**src/vrd_pkg.sv**
```systemverilog
/*
 * Shared constants of the video controller register write decode:
 * word layout, register map, reset values and steering codes.
 * Assumes nothing beyond a SystemVerilog compiler.
 */
`default_nettype none

package vrd_pkg;

    // ------------------------------------------------------------
    // Write word layout
    // ------------------------------------------------------------
    localparam int WORD_W = 32;
    localparam int SEL_MSB = 31;
    localparam int SEL_LSB = 26;
    localparam int SEL_W = 6;
    localparam int UNUSED_MSB = 25;
    localparam int UNUSED_LSB = 24;
    localparam int PAYLOAD_MSB = 23;
    localparam int PAYLOAD_W = 24;
    localparam int REG_W = 13;
    localparam int OFFSET_W = 8;

    // ------------------------------------------------------------
    // Register map
    // ------------------------------------------------------------
    localparam int LOC_COUNT = 64;
    localparam int REG_COUNT = 46;
    localparam int RESERVED_COUNT = 18;
    localparam logic [7:0] OFFSET_STEP = 8'h04;
    localparam logic [7:0] VIDEO_PALETTE_ENTRY_0 = 8'h00;
    localparam logic [7:0] VIDEO_PALETTE_ENTRY_1 = 8'h04;
    localparam logic [7:0] VIDEO_PALETTE_ENTRY_2 = 8'h08;
    localparam logic [7:0] VIDEO_PALETTE_ENTRY_3 = 8'h0c;
    localparam logic [7:0] VIDEO_PALETTE_ENTRY_4 = 8'h10;
    localparam logic [7:0] VIDEO_PALETTE_ENTRY_5 = 8'h14;
    localparam logic [7:0] STEREO_IMAGE_BASE = 8'h60;
    // Set bit = implemented location, clear bit = reserved location
    localparam logic [63:0] IMPL_MASK = 64'h0003_ffff_ff0f_ffff;
    // Lowest payload bit of each group of registers
    localparam int PAYLOAD_LSB = 0;
    localparam logic [12:0] REG_RESET = 13'h0000;

    // ------------------------------------------------------------
    // Sound steering
    // ------------------------------------------------------------
    typedef enum logic [1:0] {
        VRD_LEFT_POS,
        VRD_RIGHT_POS,
        VRD_LEFT_NEG,
        VRD_RIGHT_NEG
    } vrd_chan_type;

endpackage

`default_nettype wire

```
**src/vrd_sound_steer.sv**
```systemverilog
/*
 * Steers the single sound sink onto one of four channel outputs.
 * Assumes the channel code and sink level come from logic on CLK.
 */
`default_nettype none

module vrd_sound_steer (
    // Clock and reset
    input wire logic clk,
    input wire logic rst,
    // Steering request
    input wire logic [1:0] chan,
    input wire logic sink,
    // Channel outputs
    output logic [3:0] chan_out
);

    // ------------------------------------------------------------
    // One-hot steering
    // ------------------------------------------------------------
    logic [3:0] chan_next;
    logic [3:0] chan_reg;

    // Exactly one output carries the sink; the others stay idle
    always_comb begin
        chan_next = 4'h0;
        case (vrd_pkg::vrd_chan_type'(chan))
            vrd_pkg::VRD_LEFT_POS: chan_next[0] = sink;
            vrd_pkg::VRD_RIGHT_POS: chan_next[1] = sink;
            vrd_pkg::VRD_LEFT_NEG: chan_next[2] = sink;
            vrd_pkg::VRD_RIGHT_NEG: chan_next[3] = sink;
            default: chan_next = 4'h0;
        endcase
    end

    // Registered so the outputs never glitch between channels
    always_ff @(posedge clk or posedge rst) begin
        if (rst) begin
            chan_reg <= 4'h0;
        end else begin
            chan_reg <= chan_next;
        end
    end

    assign chan_out = chan_reg;
endmodule

`default_nettype wire

```
**src/vrd_regfile.sv**
```systemverilog
/*
 * Write-only register file of a video and sound controller.
 * A host writes 32-bit words: the top six bits pick the register,
 * bits 25:24 are dead, the low 24 bits carry the payload.
 * Assumes write strobes and data come from logic on CLK, one word per
 * strobe, and that FIFO words are flagged so they bypass this decode.
 */
`default_nettype none

// What this block does
// - Holds 46 write-only registers up to 13 bits; host cannot read them.
// - Video, cursor and sound FIFO words never count as register writes.
// - Register select comes only from word bits 31 to 26.
// - Word bits 25 and 24 are ignored entirely.
// - Payload is taken from word bits 23 to 0.
// - Bit 26 is address LSB, so registers sit four apart in offset.
// - Palette colour entries ascend from offset zero; colour 5 at 0x14.
// - Sound sink drives exactly one of four channel outputs at a time.

module vrd_regfile #(
    parameter int REG_W = vrd_pkg::REG_W,
    parameter logic [63:0] IMPL_MASK = vrd_pkg::IMPL_MASK
) (
    // Clock and reset
    input wire logic CLK,
    input wire logic RST,
    // Host write port
    input wire logic WR_STROBE,
    input wire logic FIFO_SELECT,
    input wire logic [31:0] WR_DATA,
    // Internal consumer read port (not visible to the host)
    input wire logic [5:0] USE_SEL,
    output logic [REG_W-1:0] USE_DATA,
    // Sound steering
    input wire logic [2:0] SOUND_IMAGE,
    input wire logic SOUND_SINK,
    output logic left_sound_pos_out,
    output logic right_sound_pos_out,
    output logic left_sound_neg_out,
    output logic right_sound_neg_out
);

    // ------------------------------------------------------------
    // Decode
    // ------------------------------------------------------------
    logic [REG_W-1:0] regs_mem [vrd_pkg::LOC_COUNT];
    logic [REG_W-1:0] use_data_reg;
    logic [5:0] wr_index;
    logic [7:0] wr_offset;
    logic [REG_W-1:0] wr_payload;
    logic wr_hit;
    logic wr_is_fifo;
    logic wr_mapped;

    // Byte offset of a select field, bit 26 weighing one step of four
    function automatic logic [7:0] offset_of(input logic [5:0] index);
        offset_of = {index, 2'b00};
    endfunction

    // Payload field of a write word; the dead bits never reach it
    function automatic logic [REG_W-1:0] payload_of(input logic [31:0] word);
        logic [23:0] low;
        low = word[vrd_pkg::PAYLOAD_MSB:0];
        payload_of = low[vrd_pkg::PAYLOAD_LSB +: REG_W];
    endfunction

    // Set for a location that holds a register; reserved holes come back clear
    function automatic logic is_mapped(input logic [5:0] index);
        is_mapped = IMPL_MASK[index];
    endfunction

    assign wr_index = WR_DATA[vrd_pkg::SEL_MSB:vrd_pkg::SEL_LSB];
    assign wr_offset = offset_of(wr_index);
    assign wr_payload = payload_of(WR_DATA);

    // ------------------------------------------------------------
    // Write qualification
    // ------------------------------------------------------------
    // A FIFO word shares the data bus but never reaches the register decode
    assign wr_is_fifo = WR_STROBE && FIFO_SELECT;
    // Reserved holes are dropped, so a stray word there cannot disturb anything
    assign wr_mapped = is_mapped(wr_index);
    // Only a strobed register word at a mapped location is taken
    assign wr_hit = WR_STROBE && !FIFO_SELECT && wr_mapped;

    // ------------------------------------------------------------
    // Storage
    // ------------------------------------------------------------
    // Only the selected location is loaded; all others keep their value
    always_ff @(posedge CLK or posedge RST) begin
        if (RST) begin
            for (int i = 0; i < vrd_pkg::LOC_COUNT; i++) begin
                regs_mem[i] <= vrd_pkg::REG_RESET;
            end
        end else if (wr_hit) begin
            regs_mem[wr_index] <= wr_payload;
        end
    end

    // Internal consumers only; no path leads back to the host bus
    always_ff @(posedge CLK or posedge RST) begin
        if (RST) begin
            use_data_reg <= vrd_pkg::REG_RESET;
        end else begin
            use_data_reg <= regs_mem[USE_SEL];
        end
    end

    assign USE_DATA = use_data_reg;

    // ------------------------------------------------------------
    // Sound steering
    // ------------------------------------------------------------
    logic [5:0] image_index;
    logic [3:0] chan_out;

    // The stereo image register of the current channel picks the output
    assign image_index = 6'(vrd_pkg::STEREO_IMAGE_BASE >> 2) + {3'b000, SOUND_IMAGE};

    vrd_sound_steer u_steer (
        .clk(CLK),
        .rst(RST),
        .chan(regs_mem[image_index][1:0]),
        .sink(SOUND_SINK),
        .chan_out(chan_out)
    );

    assign left_sound_pos_out = chan_out[0];
    assign right_sound_pos_out = chan_out[1];
    assign left_sound_neg_out = chan_out[2];
    assign right_sound_neg_out = chan_out[3];
endmodule

`default_nettype wire

```
**config.mk**
```make
export PLATFORM = sky130hd
export DESIGN_NAME = vrd_regfile
export DESIGN_NICKNAME = d
export VERILOG_FILES = /design/src/vrd_pkg.sv /design/src/vrd_sound_steer.sv /design/src/vrd_regfile.sv
export SDC_FILE = /design/constraint.sdc
export NUM_CORES = 2
export LEC_CHECK = 0
export BUFFER_PORTS_ARGS = -buffer_cell sky130_fd_sc_hd__buf_2
export CORE_MARGIN = 2
export CORE_UTILIZATION = 65
export CTS_CLUSTER_DIAMETER = 200
export DETAILED_ROUTE_END_ITERATION = 10
export GPL_TIMING_DRIVEN = 1
export PLACE_DENSITY = 0.82
export SYNTH_ARGS = -nofsm -noshare
export SYNTH_HDL_FRONTEND = slang
export SYNTH_SLANG_ARGS = --single-unit
```
**constraint.sdc**
```tcl
create_clock -name CLK -period 43 [get_ports CLK]
set_input_delay 6.45 -clock CLK [delete_from_list [all_inputs] [get_ports CLK]]
set_output_delay 6.45 -clock CLK [all_outputs]
set_load 0.01 [all_outputs]
```
== Yosys cells after proc, flatten, opt, wreduce, memory -nomap -nowiden ==
Memories as Yosys holds them, arrays and structs flattened.
Cells that the tools add are included.
Cells by class
  bitwise operators: 3
  muxes and demuxes: 14
  add/subtract/negate cells: 1
  magnitude comparators: 5
  reduce and logical (&&, ||, !) cells: 5
  equality and inequality tests: 3
Operators by type and width (number)
  bitwise mux 832 bit: 1
  binary-select mux 13 bit (select 6 bit): 2
  demux 13 bit (select 6 bit): 1
  two-way mux 13 bit: 3
  >= comparator 7 bit, second input constant: 3
  inverter 6 -> 7 bit: 3
  < comparator 6 x 7 -> 1 bit, second input constant: 1
  < comparator 7 x 1 -> 1 bit, second input constant: 1
  adder 5 x 3 -> 6 bit, first input constant: 1
  two-way mux 1 bit: 5
  == test 2 bit, second input constant: 2
  two-way mux 2 bit: 2
  logical AND 1 bit: 3
  == test 2 x 1 -> 1 bit, second input constant: 1
  logical NOT 2 bit: 1
  logical NOT 1 bit: 1
Word-level totals
  input port bits: 46
  memories kept: 1
  ROM bits: 64
  bits in registers: 849
  output and inout port bits: 17
  logic and storage cells: 98
Memories
  (no name shown): depth 64, width 1, read ports 1, clocked after memory_dff 0, write ports 0, RTL line vrd_regfile.sv:69  | is_mapped = IMPL_MASK[index];

== Longest topological paths before layout ==
  word-level depth: 7
  gate-level depth with buffers: 9
  depth with buffers taken out: 5

== Modules after synthesis ==
From an unflattened synthesis, not the netlist that was laid out.
Unflattened totals
  cell total of the unflattened synthesis: 2389
  area, all modules: 36508.8 um^2
By module, submodules not included
  vrd_regfile: instances 1, cells an instance 2380, area each 36367.4 um^2, sequential area each 21145.3 um^2
  vrd_sound_steer: instances 1, cells an instance 9, area each 141.4 um^2, sequential area each 100.1 um^2

== Worst setup path before layout ==
No wires, ideal clock.
  path type: input port to flip-flop
  from: input USE_SEL[0]
  to: register use_data_reg[10] (netlist: USE_DATA[10])
  stages on the path: 8
  required time: 42864 ps
  library setup time: 136 ps
  setup slack: 34794 ps
  data arrival time: 8070 ps
  path buffers: 4
  cell sequence: buf_6 buf_6 buf_6 buf_2 mux4_2 o221a_2 o211ai_2 o41ai_1
Between the ends
  longest elaborated chain between the ends: 4
RTL lines
  start: declaration: RTL line vrd_regfile.sv:32  | input wire logic [5:0] USE_SEL,
  inverter 6 -> 7 bit (not written as such): RTL line vrd_regfile.sv:105  | use_data_reg <= regs_mem[USE_SEL];
  binary-select mux 13 bit (select 6 bit): RTL line vrd_regfile.sv:105
  two-way mux 13 bit (not written as such) (2 in series): RTL line vrd_regfile.sv:105
  end signal: assignment: RTL line vrd_regfile.sv:103  | use_data_reg <= vrd_pkg::REG_RESET;
  end signal: assignment: RTL line vrd_regfile.sv:105
  end: declaration: RTL line vrd_regfile.sv:47  | logic [REG_W-1:0] use_data_reg;
Every way passes these cells. The select of a mux whose other input is x is not followed.
A chain may end at the register's enable or synchronous reset.

== Worst setup path after layout ==
  from: input USE_SEL[1]
  to: register use_data_reg[3] (netlist: USE_DATA[3])
The elaborated chain is that of the path after synthesis.

==> reports/metrics.cfg <==
[cts]
cts_sinks = 849
insertion_delay_ps = 630
cts_tree = yes
cts_made_buffers = 84
post_cts.repair.setup_buffers = 0
h-tree-depth = 3
ctsHoldBuffers = 0
cts_resized = 0
clock_path_buffers = 3
cts_root_buf = clkbuf_16
clk_pin_slew_worst_paths_ps = 60

[worst_setup_path]
worstSetupPathType = input port to register
cp-end-kind = register
crit_path_frequent_cell = buf_4
worstSetupStartpointType = input port
crit_chain = buf_8 -> buf_4 -> buf_4 -> mux4_2 -> mux2_2 -> or3_1 -> a22o_1
crit_fanout = 107
slowest_stage = buf_4
cp_slowest_stage_delay_ps = 830
worst_ep_required_time_ps = 43510
crit_arrival_ps = 10450

[sta]
finClkSkew_ps = 24.6
rsz0062_at_grt = false
layout_min_cycle_time_ps = 9940
setup_viol = 0
slew-limit-headroom_pct = 26.0
final.setup.tns_ps = 0
fmax_mhz = 101
hold_viol_final = 0
tightest_slew_ps = 1110
drv_slew = 0
finalCritPeriodShare_pct = 23.1

[power]
power_per_cell_area_nw_per_um2 = 44.5
fin_total_pwr_mw = 1.75
ir_drop_mv = 0.0304
leakagePower_nw = 18.9

[synth]
ys.flop_type = dfrtp_1
avgSynthCellArea_um2 = 15.5
syn-cell-area_um2 = 36600
yosys_register_bits = 849
syn_nets = 2406
syn_inst = 2360
synthArstFlopShare_pct = 100
synth-edff-count = 0
yosysSeqAreaShare_pct = 58.1
yosysUniqueCellTypes = 47
yosysWarnings = 0

[detailed_routing]
route.detailed.drc = 0
firstDrtPassIters = 7
vias = 18888
wirelength_um = 79900
viasPerCell = 6.47
ant_nets = 0
drtIter0Drc = 1604
wl_per_cell_um = 27.4

[global_routing]
gr-total-overflow = 0
grt_max_degree = 206
grt.total_usage_pct = 28.9
grt_pass1_vias = 20321
antenna_found_initial = 4
grt_pass1_wl_um = 124000

[finish]
num-nets-final = 2149
area_growth_pct = 7.16
drive_above_1_share_pct = 48.9
fill_cells = 3351

[floorplan]
core.rowCount = 86
die_w_um = 241
ioPinCount = 63
die-area_um2 = 58200
initial_core_util_pct = 66.0
die_h_um = 241
coreArea_um2 = 55400

[job]
drv_cap = 0

[status]
outcome = complete, no violations

[worst_hold_path]
hold_path.class = register to register

[placed_design]
io_buffers = 49
place_congestion = 0.826
dp_hpwl_um = 48500

[cells in the final DEF (no fill, tap or decap), drive strengths merged, types with 3 or more instances in the layout]
| master | instances |
|---|---|
| nand2 | 43 |
| nand3 | 8 |
| o41ai | 11 |
| clkinvlp | 3 |
| clkinv | 12 |
| o22ai | 12 |
| buf | 80 |
| or2 | 4 |
| o221a | 11 |
| and2 | 5 |
| a211oi | 13 |
| mux4 | 222 |
| a22o | 12 |
| mux2 | 601 |
| nand3b | 5 |
| mux2i | 42 |
| nor3 | 8 |
| nor2 | 38 |
| nor2b | 15 |
| nand2b | 3 |
| clkbuf | 124 |
| dfrtp | 849 |
| bufinv | 9 |
| o211ai | 11 |
| inv | 9 |
[flip-flops by register name (all words and copies together), names as in the netlist]
signal            cells
USE_DATA             13
regs_mem            832
u_steer.chan_out      4
[critical path: cells and delay by family]
family | cells | cell delay, ps
muxes | 2 | 920
and+or+nand+nor | 1 | 310
AOI/OAI and AO/OA | 1 | 220
buffers and inverters | 3 | 2300
[path summary, 6_finish.rpt]
kind	end	cells past startpoint	from	slack [ps]
worst max-delay path	USE_DATA[3]$_DFF_PP0_	7	USE_SEL[1]	33060
worst max register to register	USE_DATA[5]$_DFF_PP0_	4	regs_mem[109]$_DFFE_PP0P_	40950
max in group asynchronous	regs_mem[299]$_DFFE_PP0P_	5	RST	33570
min in group asynchronous	regs_mem[43]$_DFFE_PP0P_	2	RST	6030
worst min register to register	regs_mem[66]$_DFFE_PP0P_	0	regs_mem[66]$_DFFE_PP0P_	370
worst min-delay path	regs_mem[66]$_DFFE_PP0P_	0	regs_mem[66]$_DFFE_PP0P_	370
[cell families after synthesis]
group	after synthesis	share of synthesized area (%)
buffers and inverters	428	4.86
and+or+nand+nor	138	1.82
DFF	849	58.1
muxes	865	33.3
AOI/OAI and AO/OA	80	1.94
[synth_stat cells, types with 2 or more instances]
master    instances  area, um^2
nor2_1           38         143
nand2b_1          3        18.8
o41ai_1          11        96.3
mux4_2          222        5000
nand3_1           8        40.0
nand3b_1          5        37.5
nor2b_1          15        93.8
mux2i_1          42         420
buf_6             5        56.3
or3_1             2        12.5
nand2_1          43         161
inv_1             4        15.0
buf_4            12        90.1
mux2_1           13         146
o221a_2          11         124
or2_2             3        18.8
a22o_1           12         105
buf_1            42         158
nand4b_1          2        17.5
buf_2            69         345
nor3_1            8        40.0
dfrtp_1         849       21200
and2_1            4        25.0
o22ai_1          12        75.1
a211oi_1         13        97.6
mux2_2          588        6620
clkbuf_1        294        1100
o211ai_2         11         138
[report_power, final]
part / switching (mW) / internal [mW] / leakage, nW
Sequential: 0.0197 / 0.838 / 11.7
Clock: 0.304 / 0.453 / 1.41
Combinational: 0.0701 / 0.0613 / 5.77
[per-stage QoR]
| step | util, % | setup slack [ps] | hold slack [ps] | instance area (um^2) | instances |
|---|---|---|---|---|---|
| CTS | 70.7 | 33110 | 375 | 39200 | 2917 |
| global placement | 65.5 | 32340 | 360 | 36300 | 2765 |
| floorplan | - | 12700 | 424 | 36600 | 2360 |
| detailed placement | 65.5 | 32440 | 362 | 36300 | 2765 |
| finish | 70.8 | 33060 | 371 | 39200 | 2919 |
| global route | 70.7 | 32890 | 382 | 39200 | 2918 |
[routing by layer]
metal  part of all wire (%)  GRT usage [%]
met3                    5.9           6.11
met4                    2.7           8.53
met2                     48           44.3
met1                     43           42.6
met5                  0.014              0
[cell type report]
| class | instances | area [um^2] | area share [%] |
|---|---|---|---|
| Antenna cell | 2 | 5.00 | 0.0128 |
| Inverter | 5 | 26.3 | 0.0670 |
| Sequential cell | 849 | 21200 | 54.2 |
| Clock buffer | 124 | 2470 | 6.31 |
| Multi-Input combinational cell | 1083 | 13600 | 34.7 |
| Timing Repair Buffer | 80 | 513 | 1.31 |
| Tap cell | 748 | 936 | 2.39 |
| Clock inverter | 28 | 403 | 1.03 |
(Power assumes the default switching activity.)
